==> config.mk <==
export PLATFORM = sky130hd
export DESIGN_NAME = ict_ctrl
export DESIGN_NICKNAME = d
export VERILOG_FILES = /design/src/ict_pkg.sv /design/src/ict_edge_det.sv /design/src/ict_ctrl.sv
export SDC_FILE = /design/constraint.sdc
export NUM_CORES = 1
export LEC_CHECK = 0
export BUFFER_PORTS_ARGS = -buffer_cell sky130_fd_sc_hd__buf_2
export CORE_MARGIN = 3
export CORE_UTILIZATION = 45
export CTS_CLUSTER_DIAMETER = 200
export DETAILED_ROUTE_END_ITERATION = 10
export GPL_TIMING_DRIVEN = 0
export PLACE_DENSITY = 0.71
export SKIP_CTS_REPAIR_TIMING = 1
export SYNTH_ARGS = -nofsm -noshare
export SYNTH_HDL_FRONTEND = slang
export SYNTH_SLANG_ARGS = --single-unit
==> constraint.sdc <==
create_clock -name MCLK_IN -period 3.6 [get_ports MCLK_IN]
set_input_delay 0.72 -clock MCLK_IN [delete_from_list [all_inputs] [get_ports MCLK_IN]]
set_output_delay 0.72 -clock MCLK_IN [all_outputs]
set_load 0.02 [all_outputs]
==> src/ict_pkg.sv <==
/*
  Package for the second interrupt-control block: register offsets, field
  positions, reset values and the packed carriers shared by the files.
  Assumes an APB slave with 32-bit data and word-aligned registers.
*/
package ict_pkg;

  // Byte offsets of the registers on the APB.
  localparam logic [7:0] ICT_CTRL2_OFS  = 8'h00;  // Interrupt control two.
  localparam logic [7:0] ICT_STAT_OFS   = 8'h04;  // Sticky event status.
  localparam logic [7:0] ICT_MASK_OFS   = 8'h08;  // Interrupt mask.
  localparam logic [7:0] ICT_CHGEN_OFS  = 8'h0C;  // Per-pin change enables.
  localparam logic [7:0] ICT_PULLEN_OFS = 8'h10;  // Per-pin pull-up enables.
  localparam logic [7:0] ICT_DIR_OFS    = 8'h14;  // Pin input selects.
  localparam logic [7:0] ICT_PORT_A_DATA_OFS  = 8'h18;  // Port A data, read only.
  localparam logic [7:0] ICT_PORT_B_DATA_OFS  = 8'h1C;  // Port B data, read only.

  // Field positions inside interrupt control two.
  localparam int ICT_PUD_BIT  = 7;
  localparam int ICT_EDG0_BIT = 6;
  localparam int ICT_EDG1_BIT = 5;
  localparam int ICT_EDG2_BIT = 4;
  localparam int ICT_T0P_BIT  = 2;
  localparam int ICT_CHP_BIT  = 0;

  // Implemented bits, and their value after reset.
  localparam logic [7:0] ICT_CTRL2_MASK  = 8'hF5;
  localparam logic [7:0] ICT_CTRL2_RESET = 8'hF5;

  // Status bit positions: three external inputs and the port change.
  localparam int ICT_ST_EXT0 = 0;
  localparam int ICT_ST_EXT1 = 1;
  localparam int ICT_ST_EXT2 = 2;
  localparam int ICT_ST_CHG  = 3;
  localparam int ICT_ST_W    = 4;

  // Reset values of the other registers.
  localparam logic [3:0]  ICT_ZERO4  = 4'h0;
  localparam logic [7:0]  ICT_ZERO8  = 8'h00;
  localparam logic [15:0] ICT_ZERO16 = 16'h0000;
  localparam logic [15:0] ICT_ONES16 = 16'hFFFF;

  // APB request carrier.
  typedef struct packed {
    logic        sel;
    logic        enable;
    logic        write;
    logic [7:0]  addr;
    logic [31:0] wdata;
  } ict_apb_req_t;

  // Control-two fields as a carrier.
  typedef struct packed {
    logic pullup_disable;
    logic edge0;
    logic edge1;
    logic edge2;
    logic unused3;
    logic t0_prio;
    logic unused1;
    logic chg_prio;
  } ict_ctrl2_t;

endpackage

==> src/ict_edge_det.sv <==
/*
  Edge detector for the external interrupt inputs, one per input through a
  generate loop. Assumes the inputs are already synchronous to the clock.
*/
`timescale 1ns/1ps
module ict_edge_det
  import ict_pkg::*;
#(
  parameter int N = 3
) (
  input  wire logic         clk_in,
  input  wire logic         rst_b_in,
  input  wire logic [N-1:0] pin_in,
  input  wire logic [N-1:0] rising_in,
  output logic      [N-1:0] hit_out
);

  logic [N-1:0] prev_ff;  // Last sampled level of each input.

  // Keep the previous level so one clock of history gives the edge.
  // In reset the live level is loaded. A pin that idles high then shows
  // no false falling edge on the first clock after reset lifts.
  always_ff @(posedge clk_in) begin
    if (!rst_b_in) begin
      prev_ff <= pin_in;
    end else begin
      prev_ff <= pin_in;
    end
  end

  genvar g;
  generate
    for (g = 0; g < N; g++) begin : g_edge
      // Rising when the select is one, falling when it is zero.
      assign hit_out[g] = rising_in[g] ? (pin_in[g] & ~prev_ff[g])
                                       : (~pin_in[g] & prev_ff[g]);
    end
  endgenerate

endmodule // ict_edge_det

==> src/ict_ctrl.sv <==
/*
  Second interrupt-control register with its APB slave, pull-up gating,
  external-edge events, port-change detection and the interrupt outputs.
  Assumes a single 20 MHz clock and port pins synchronous to that clock.
*/
`timescale 1ns/1ps
module ict_ctrl
  import ict_pkg::*;
(
  input  wire logic        MCLK_IN,
  input  wire logic        RST_B_IN,
  input  wire logic        PSEL_IN,
  input  wire logic        PENABLE_IN,
  input  wire logic        PWRITE_IN,
  input  wire logic [7:0]  PADDR_IN,
  input  wire logic [31:0] PWDATA_IN,
  input  wire logic [2:0]  EXT_IRQ_IN,
  input  wire logic [7:0]  PORT_A_IN,
  input  wire logic [7:0]  PORT_B_IN,
  input  wire logic        TIMER0_OVF_IN,
  output logic [31:0]      PRDATA_OUT,
  output logic             PREADY_OUT,
  output logic             PSLVERR_OUT,
  output logic [15:0]      PULLUP_EN_OUT,
  output logic             IRQ_OUT,
  output logic             IRQ_HIGH_OUT,
  output logic             IRQ_LOW_OUT
);

  // Bundled request, so decoding reads from one carrier.
  ict_apb_req_t req;
  assign req = '{sel: PSEL_IN, enable: PENABLE_IN, write: PWRITE_IN,
                 addr: PADDR_IN, wdata: PWDATA_IN};

  // Stored registers.
  logic [7:0]  ctrl2_ff;       // Interrupt control two, implemented bits only.
  logic [3:0]  stat_ff;        // Sticky event status.
  logic [3:0]  mask_ff;        // Interrupt mask, one enables.
  logic [15:0] chg_en_ff;      // Per-pin change enables, port B high byte.
  logic [15:0] pull_en_ff;     // Per-pin pull-up enables.
  logic [15:0] dir_in_ff;      // One marks a pin as an input.
  logic [7:0]  latch_a_ff;     // Port A level at its last read.
  logic [7:0]  latch_b_ff;     // Port B level at its last read.
  logic [31:0] prdata_ff;      // Registered read data.
  logic        pready_ff;      // Registered ready.
  logic        pslverr_ff;     // Registered error.
  logic [15:0] pullup_ff;      // Registered pull-up drive.
  logic        irq_ff;         // Registered combined interrupt.
  logic        irq_hi_ff;      // Registered high-priority request.
  logic        irq_lo_ff;      // Registered low-priority request.
  ict_ctrl2_t  c2;             // Field view of control two.
  assign c2 = ctrl2_ff;

  // Access phase decode. Ready is a registered answer, so every access
  // takes exactly one wait state; this keeps PRDATA straight from a flop.
  wire acc      = req.sel & req.enable & ~pready_ff;
  wire wr_acc   = acc & req.write;
  wire rd_acc   = acc & ~req.write;
  wire hit_c2   = (req.addr == ICT_CTRL2_OFS);
  wire hit_st   = (req.addr == ICT_STAT_OFS);
  wire hit_mk   = (req.addr == ICT_MASK_OFS);
  wire hit_ce   = (req.addr == ICT_CHGEN_OFS);
  wire hit_pe   = (req.addr == ICT_PULLEN_OFS);
  wire hit_dr   = (req.addr == ICT_DIR_OFS);
  wire hit_pa   = (req.addr == ICT_PORT_A_DATA_OFS);
  wire hit_pb   = (req.addr == ICT_PORT_B_DATA_OFS);
  wire mapped   = hit_c2 | hit_st | hit_mk | hit_ce | hit_pe | hit_dr
                | hit_pa | hit_pb;
  // Port data is read only, so a write there is an error as well.
  wire bad      = ~mapped | (req.write & (hit_pa | hit_pb));

  // Write strobes, one per plain writable register, so each flop block
  // reads a single named enable instead of repeating the decode.
  wire wr_mk    = wr_acc & hit_mk;
  wire wr_ce    = wr_acc & hit_ce;
  wire wr_pe    = wr_acc & hit_pe;
  wire wr_dr    = wr_acc & hit_dr;
  // Port reads are what end a mismatch, so they get their own strobes.
  wire rd_pa    = rd_acc & hit_pa;
  wire rd_pb    = rd_acc & hit_pb;

  // External edge events with polarity from control two.
  logic [2:0] ext_hit;
  wire  [2:0] edge_sel = {c2.edge2, c2.edge1, c2.edge0};

  ict_edge_det #(
    .N (3)
  ) u_edge (
    .clk_in    (MCLK_IN),
    .rst_b_in  (RST_B_IN),
    .pin_in    (EXT_IRQ_IN),
    .rising_in (edge_sel),
    .hit_out   (ext_hit)
  );

  // A pin mismatches while its level differs from the level latched at the
  // last port read and its own change enable is set. The condition persists
  // until software reads the port, so the flag keeps being set meanwhile.
  wire [15:0] live     = {PORT_B_IN, PORT_A_IN};
  wire [15:0] latched  = {latch_b_ff, latch_a_ff};
  wire [15:0] mism_pin = (live ^ latched) & chg_en_ff;
  wire        mismatch = |mism_pin;

  // Events gathered at their status positions.
  wire [3:0] events = {mismatch, ext_hit};

  // Write-one-to-clear, but a new event in the same cycle wins.
  wire [3:0] st_clr = (wr_acc & hit_st) ? req.wdata[3:0] : ICT_ZERO4;
  wire [3:0] nxt_stat = (stat_ff & ~st_clr) | events;

  // Only implemented bits are stored, so unused positions keep no state.
  wire [7:0] nxt_ctrl2 = (wr_acc & hit_c2) ? (req.wdata[7:0] & ICT_CTRL2_MASK)
                                           : ctrl2_ff;

  // Read multiplexer; unused control bits are never stored and read zero.
  wire [31:0] rd_mux =
      hit_c2 ? {24'h000000, ctrl2_ff & ICT_CTRL2_MASK} :
      hit_st ? {28'h0000000, stat_ff} :
      hit_mk ? {28'h0000000, mask_ff} :
      hit_ce ? {16'h0000, chg_en_ff} :
      hit_pe ? {16'h0000, pull_en_ff} :
      hit_dr ? {16'h0000, dir_in_ff} :
      hit_pa ? {24'h000000, PORT_A_IN} :
      hit_pb ? {24'h000000, PORT_B_IN} : 32'h00000000;

  // Pull-up gating: global disable overrides everything.
  wire [15:0] nxt_pullup = c2.pullup_disable ? ICT_ZERO16
                                             : (pull_en_ff & dir_in_ff);

  // Priority steering. The change request follows its status bit; the
  // timer overflow has no status here, so its level passes straight through.
  wire pend_chg  = stat_ff[ICT_ST_CHG] & mask_ff[ICT_ST_CHG];
  wire pend_ext  = |(stat_ff[2:0] & mask_ff[2:0]);
  wire hi_req    = (pend_chg & c2.chg_prio)
                 | (TIMER0_OVF_IN & c2.t0_prio)
                 | pend_ext;
  wire lo_req    = (pend_chg & ~c2.chg_prio)
                 | (TIMER0_OVF_IN & ~c2.t0_prio);

  // Control two and its reset value of all ones in the used bits.
  always_ff @(posedge MCLK_IN) begin
    if (!RST_B_IN) begin
      ctrl2_ff <= ICT_CTRL2_RESET;
    end else begin
      ctrl2_ff <= nxt_ctrl2;
    end
  end

  // Sticky status. The next value already lets a new event win over a
  // clear in the same cycle, so an event landing on the clear is kept.
  always_ff @(posedge MCLK_IN) begin
    if (!RST_B_IN) begin
      stat_ff <= ICT_ZERO4;
    end else begin
      stat_ff <= nxt_stat;
    end
  end

  // Interrupt mask, same layout as status; reset leaves every status source off.
  always_ff @(posedge MCLK_IN) begin
    if (!RST_B_IN) begin
      mask_ff <= ICT_ZERO4;
    end else if (wr_mk) begin
      mask_ff <= req.wdata[3:0];
    end
  end

  // Per-pin change enables. They start clear, so no pin can mismatch
  // until software has picked the pins it cares about.
  always_ff @(posedge MCLK_IN) begin
    if (!RST_B_IN) begin
      chg_en_ff <= ICT_ZERO16;
    end else if (wr_ce) begin
      chg_en_ff <= req.wdata[15:0];
    end
  end

  // Per-pin pull-up enables, only honoured while the global disable is off.
  always_ff @(posedge MCLK_IN) begin
    if (!RST_B_IN) begin
      pull_en_ff <= ICT_ZERO16;
    end else if (wr_pe) begin
      pull_en_ff <= req.wdata[15:0];
    end
  end

  // Input selects. Every pin starts as an input, the safe state for a pin
  // whose use is not yet known, since nothing is then driven against it.
  always_ff @(posedge MCLK_IN) begin
    if (!RST_B_IN) begin
      dir_in_ff <= ICT_ONES16;
    end else if (wr_dr) begin
      dir_in_ff <= req.wdata[15:0];
    end
  end

  // A port A read re-latches its level, which ends that port's mismatch.
  // A pin that keeps toggling afterwards starts a fresh mismatch at once.
  always_ff @(posedge MCLK_IN) begin
    if (!RST_B_IN) begin
      latch_a_ff <= ICT_ZERO8;
    end else if (rd_pa) begin
      latch_a_ff <= PORT_A_IN;
    end
  end

  // The same for port B; only a port that holds a mismatching pin must be read to end the mismatch.
  always_ff @(posedge MCLK_IN) begin
    if (!RST_B_IN) begin
      latch_b_ff <= ICT_ZERO8;
    end else if (rd_pb) begin
      latch_b_ff <= PORT_B_IN;
    end
  end

  // Ready answers one cycle after the access is taken and stands for one
  // cycle; the blocked decode keeps it from answering the same access twice.
  always_ff @(posedge MCLK_IN) begin
    if (!RST_B_IN) begin
      pready_ff <= 1'b0;
    end else begin
      pready_ff <= acc;
    end
  end

  // Error goes out with ready for an unmapped address or a write to
  // read-only port data; such a write changes nothing.
  always_ff @(posedge MCLK_IN) begin
    if (!RST_B_IN) begin
      pslverr_ff <= 1'b0;
    end else begin
      pslverr_ff <= acc & bad;
    end
  end

  // Read data is zero outside the answer cycle of a read, so a stale value
  // never lingers on the bus for a later master to misread.
  always_ff @(posedge MCLK_IN) begin
    if (!RST_B_IN) begin
      prdata_ff <= 32'h00000000;
    end else begin
      prdata_ff <= rd_acc ? rd_mux : 32'h00000000;
    end
  end

  // Pull-up drive. It follows the settings one cycle late, which is far
  // below the settling time of any weak pull-up.
  always_ff @(posedge MCLK_IN) begin
    if (!RST_B_IN) begin
      pullup_ff <= ICT_ZERO16;
    end else begin
      pullup_ff <= nxt_pullup;
    end
  end

  // Combined interrupt level. It lags status by one cycle; that cost buys
  // an output straight from a flop with no decode glitches.
  always_ff @(posedge MCLK_IN) begin
    if (!RST_B_IN) begin
      irq_ff <= 1'b0;
    end else begin
      irq_ff <= |(stat_ff & mask_ff);
    end
  end

  // High-priority request: external events, and the change or timer
  // sources whose priority bit is one.
  always_ff @(posedge MCLK_IN) begin
    if (!RST_B_IN) begin
      irq_hi_ff <= 1'b0;
    end else begin
      irq_hi_ff <= hi_req;
    end
  end

  // Low-priority request: the change or timer sources whose priority bit
  // is zero. Each source lands on exactly one of the two outputs.
  always_ff @(posedge MCLK_IN) begin
    if (!RST_B_IN) begin
      irq_lo_ff <= 1'b0;
    end else begin
      irq_lo_ff <= lo_req;
    end
  end

  assign PRDATA_OUT    = prdata_ff;
  assign PREADY_OUT    = pready_ff;
  assign PSLVERR_OUT   = pslverr_ff;
  assign PULLUP_EN_OUT = pullup_ff;
  assign IRQ_OUT       = irq_ff;
  assign IRQ_HIGH_OUT  = irq_hi_ff;
  assign IRQ_LOW_OUT   = irq_lo_ff;

endmodule // ict_ctrl

==> out/summary.txt <==
Dpl ws - 0.894 ns
Leading cell type in the layout, fill and taps excluded - dfxtp_1
Chip width - 113 µm
Drt initial violations - 424
Hpwl dp - 11000 µm
Largest net degree at the start of global routing - 17
Post-synth ARST share - 0%
Met2 Use GR - 38.4%
Mux cell area share after synthesis - 11.5%
Crit path DAT - 2.65 ns
Global routing usage on met3 - 6.74%
RePlAce Congestion - 0.939
Final #Nets - 706
Endpoints failing setup - 0
Final clock skew - 0.00675 ns
Min Hold Slack - 0.429 ns
Layout cells sized above 1 - 25.0%
Final WS setup - 1.25 ns
Synth Warn # - 0
Synth Area in Compound Gates - 11.9%
Slew Viols, Final - 0
Critical path required time - 3.90 ns
CTS H-tree lvls - 4
FF+latch count, synth - 118
Via/cell ratio - 5.62
PD cells - 517 mW/mm²
Port buffer count - 84
Crit path largest cell delay - 0.61 ns
Largest family of logic cells by synthesized area - simple AND/OR/NAND/NOR gates
Initial core utilization - 46.5%
Clk pin slew, worst setup/hold paths - 0.06 ns
Leakage power - 2.97 nW
Vias - 4454
Crit path cell chain - buf_2 -> or4_1 -> buf_2 -> nor3_1 -> a21boi_0 -> o31a_1
Max clock buf depth - 2
Hold Crit Class - in -> reg
Worst Path Buf+Inv - 2
Synth Area in XOR/XNOR - 2.74%
Synth Area in Simple Gates - 22.1%
Mapped Area - 0.00511 mm²
RR Startpoint - PREADY_OUT$_SDFF_PN0_
Worst Hold Path EP - u_edge.prev_ff[0]$_DFF_P_
All-Layer GR Usage - 24.5%
Final min period - 2.35 ns
Unique masters post-synth - 56
P&R area growth vs syn - 25.0%
Critical path endpoint category - flip-flop
Startpoint Class - input port
Number of synthesized flops with an enable pin - 0
Placeable Area - 0.0110 mm²
Max Clk Rate - 0.425 GHz
Vias in the first global route - 4357
Adder-cell share of the synthesized area - 0%
Most Crowded Layer GR - met2
Crit path kind - in -> reg
Final Instance Count excl. Fillers - 793
Critical Path Slowest Stage Cell - nor3_1
Diodes inserted - 0
Hold path start - EXT_IRQ_IN[0]
Reg2Reg Depth - 6
WL/cell - 19.0 µm
Most frequent CP cell - buf_2
Synthesized area per cell - 9.77 µm²
Fin util - 58.1%
R2r endpoint - chg_en_ff[9]$_SDFFE_PN0P_
Fin. Hold Viols - 0
Fin crit share - 65.3%
Worst hold path stage count - 1
Peak supply drop - 0.285 mV
Inst Count DP - 762
First-pass GRT wire length - 24000 µm
Root Buffer - clkbuf_16
Status - finished, final reports clean
Initial antenna violation count - 0
RSZ-0062 raised after global routing - no
TritonCTS buffer count - 17
DRT Wirelength - 15100 µm
Post-synthesis sequential area ratio - 46.2%
Total negative slack - 0 ns
Antenna viol nets, final - 0
Die footprint - 0.0127 mm²
R2R setup slack - 1.39 ns
MaxCap Viol Count - 0
IO Count - 118
GRT met1 Usage - 32.3%
DR DRC count - 0
TritonRoute pass-1 iters - 5
Number of cell rows - 38
Crit Path Max Fanout - 5
Total grt overflow - 0
Top_reg_cell synth - dfxtp_1
Clock Sinks - 118
CTS tree - yes
Relative slew slack - 48.6%
CP top delay family - simple AND/OR/NAND/NOR gates
Worst-Margin Slew - 0.769 ns
Die span in y - 113 µm
Worst skew pair latency - 0.42 ns
Commonest cells after routing, fill and taps aside - dfxtp_1, buf_2, nand2_1
Mapped Cells - 523
## state kept, by name (all words and copies together) (netlist names), 3 cells and up
name            count
dir_in_ff          16
latch_b_ff          8
mask_ff             4
c2                  6
PULLUP_EN_OUT      16
pull_en_ff         16
u_edge.prev_ff      3
latch_a_ff          8
PRDATA_OUT         16
stat_ff             4
chg_en_ff          16
## report_power, final
group / switching, W / internal [W] / total (W)
Sequential: 0.00000432 / 0.00131 / 0.00132
Clock: 0.000632 / 0.00116 / 0.00179
Combinational: 0.000115 / 0.0000779 / 0.000193
## how the worst max path moves through the flow
stage	startpoint	to	slack (ns)	depth (start not counted)
2_1_floorplan	PADDR_IN[2]	dir_in_ff[11]$_SDFFE_PN1P_	1.35	7
3_3_place_gp	PADDR_IN[5]	stat_ff[0]$_SDFF_PN0_	0.86	6
3_5_place_dp	PADDR_IN[5]	stat_ff[0]$_SDFF_PN0_	0.89	6
4_1_cts	PADDR_IN[5]	stat_ff[2]$_SDFF_PN0_	1.31	6
5_1_grt	PADDR_IN[3]	latch_a_ff[3]$_SDFFE_PN0P_	1.19	6
6_report	PADDR_IN[5]	stat_ff[2]$_SDFF_PN0_	1.25	6
## cell families (layout without fill, tap and decap cells)
kind of cell / count (synthesis) / in the layout
compound gates: 77 / 77
xor+xnor: 16 / 16
buf+inv: 50 / 165
other cells: 1 / 16
mux: 53 / 53
flops: 118 / 118
simple gates: 208 / 208
## Yosys cell counts (all sizes together), types with 2 or more instances
| master | number | share of area (%) |
|---|---|---|
| xor2 | 16 | 2.7 |
| or4b | 2 | 0.54 |
| o31a | 4 | 0.69 |
| a221oi | 3 | 0.51 |
| buf | 29 | 3.9 |
| nor3b | 4 | 0.59 |
| a21o | 3 | 0.44 |
| and3b | 3 | 0.51 |
| nand4 | 6 | 0.73 |
| nor3 | 4 | 0.71 |
| mux4 | 4 | 1.8 |
| a21oi | 2 | 0.20 |
| a2111oi | 3 | 0.51 |
| a222oi | 9 | 1.8 |
| o22ai | 3 | 0.37 |
| nor4 | 2 | 0.24 |
| or4 | 2 | 0.29 |
| o2bb2ai | 5 | 0.86 |
| nand3 | 36 | 3.5 |
| o21ai | 4 | 0.39 |
| clkbuf | 17 | 1.2 |
| and3 | 16 | 2.0 |
| a21boi | 23 | 3.4 |
| inv | 4 | 0.29 |
| or3 | 2 | 0.27 |
| nand2b | 3 | 0.37 |
| nor2 | 16 | 1.2 |
| or2 | 3 | 0.37 |
| nand2 | 62 | 4.6 |
| mux2 | 5 | 1.1 |
| a22oi | 12 | 1.8 |
| dfxtp | 118 | 46 |
| and2 | 2 | 0.24 |
| nand4b | 2 | 0.34 |
| mux2i | 44 | 8.6 |
| nor2b | 39 | 4.8 |
## layout make-up
| type | count | area, µm² |
|---|---|---|
| Timing Repair Buffer | 84 | 420 |
| Clock inverter | 14 | 200 |
| Clock buffer | 17 | 425 |
| Multi-Input combinational cell | 370 | 2520 |
| Fill cell | 959 | 4600 |
| Inverter | 4 | 15.0 |
| Buffer | 46 | 263 |
| Sequential cell | 118 | 2360 |
| Tap cell | 140 | 175 |
## metrics by stage
step           area (µm²)  total power [W]
2_1_floorplan        5160          0.00145
3_3_place_gp         5760          0.00153
3_5_place_dp         5760          0.00153
4_1_cts              6390          0.00331
5_1_grt              6390          0.00339
6_report             6390          0.00330
## layer usage
| metal | vias up | share of wire (%) |
|---|---|---|
| li1 | 2086 | - |
| met1 | 2103 | 43 |
| met2 | 238 | 46 |
| met3 | 27 | 8.7 |
| met4 | 0 | 1.9 |
| met5 | - | 0 |
Power figures use the tool's default switching activity.
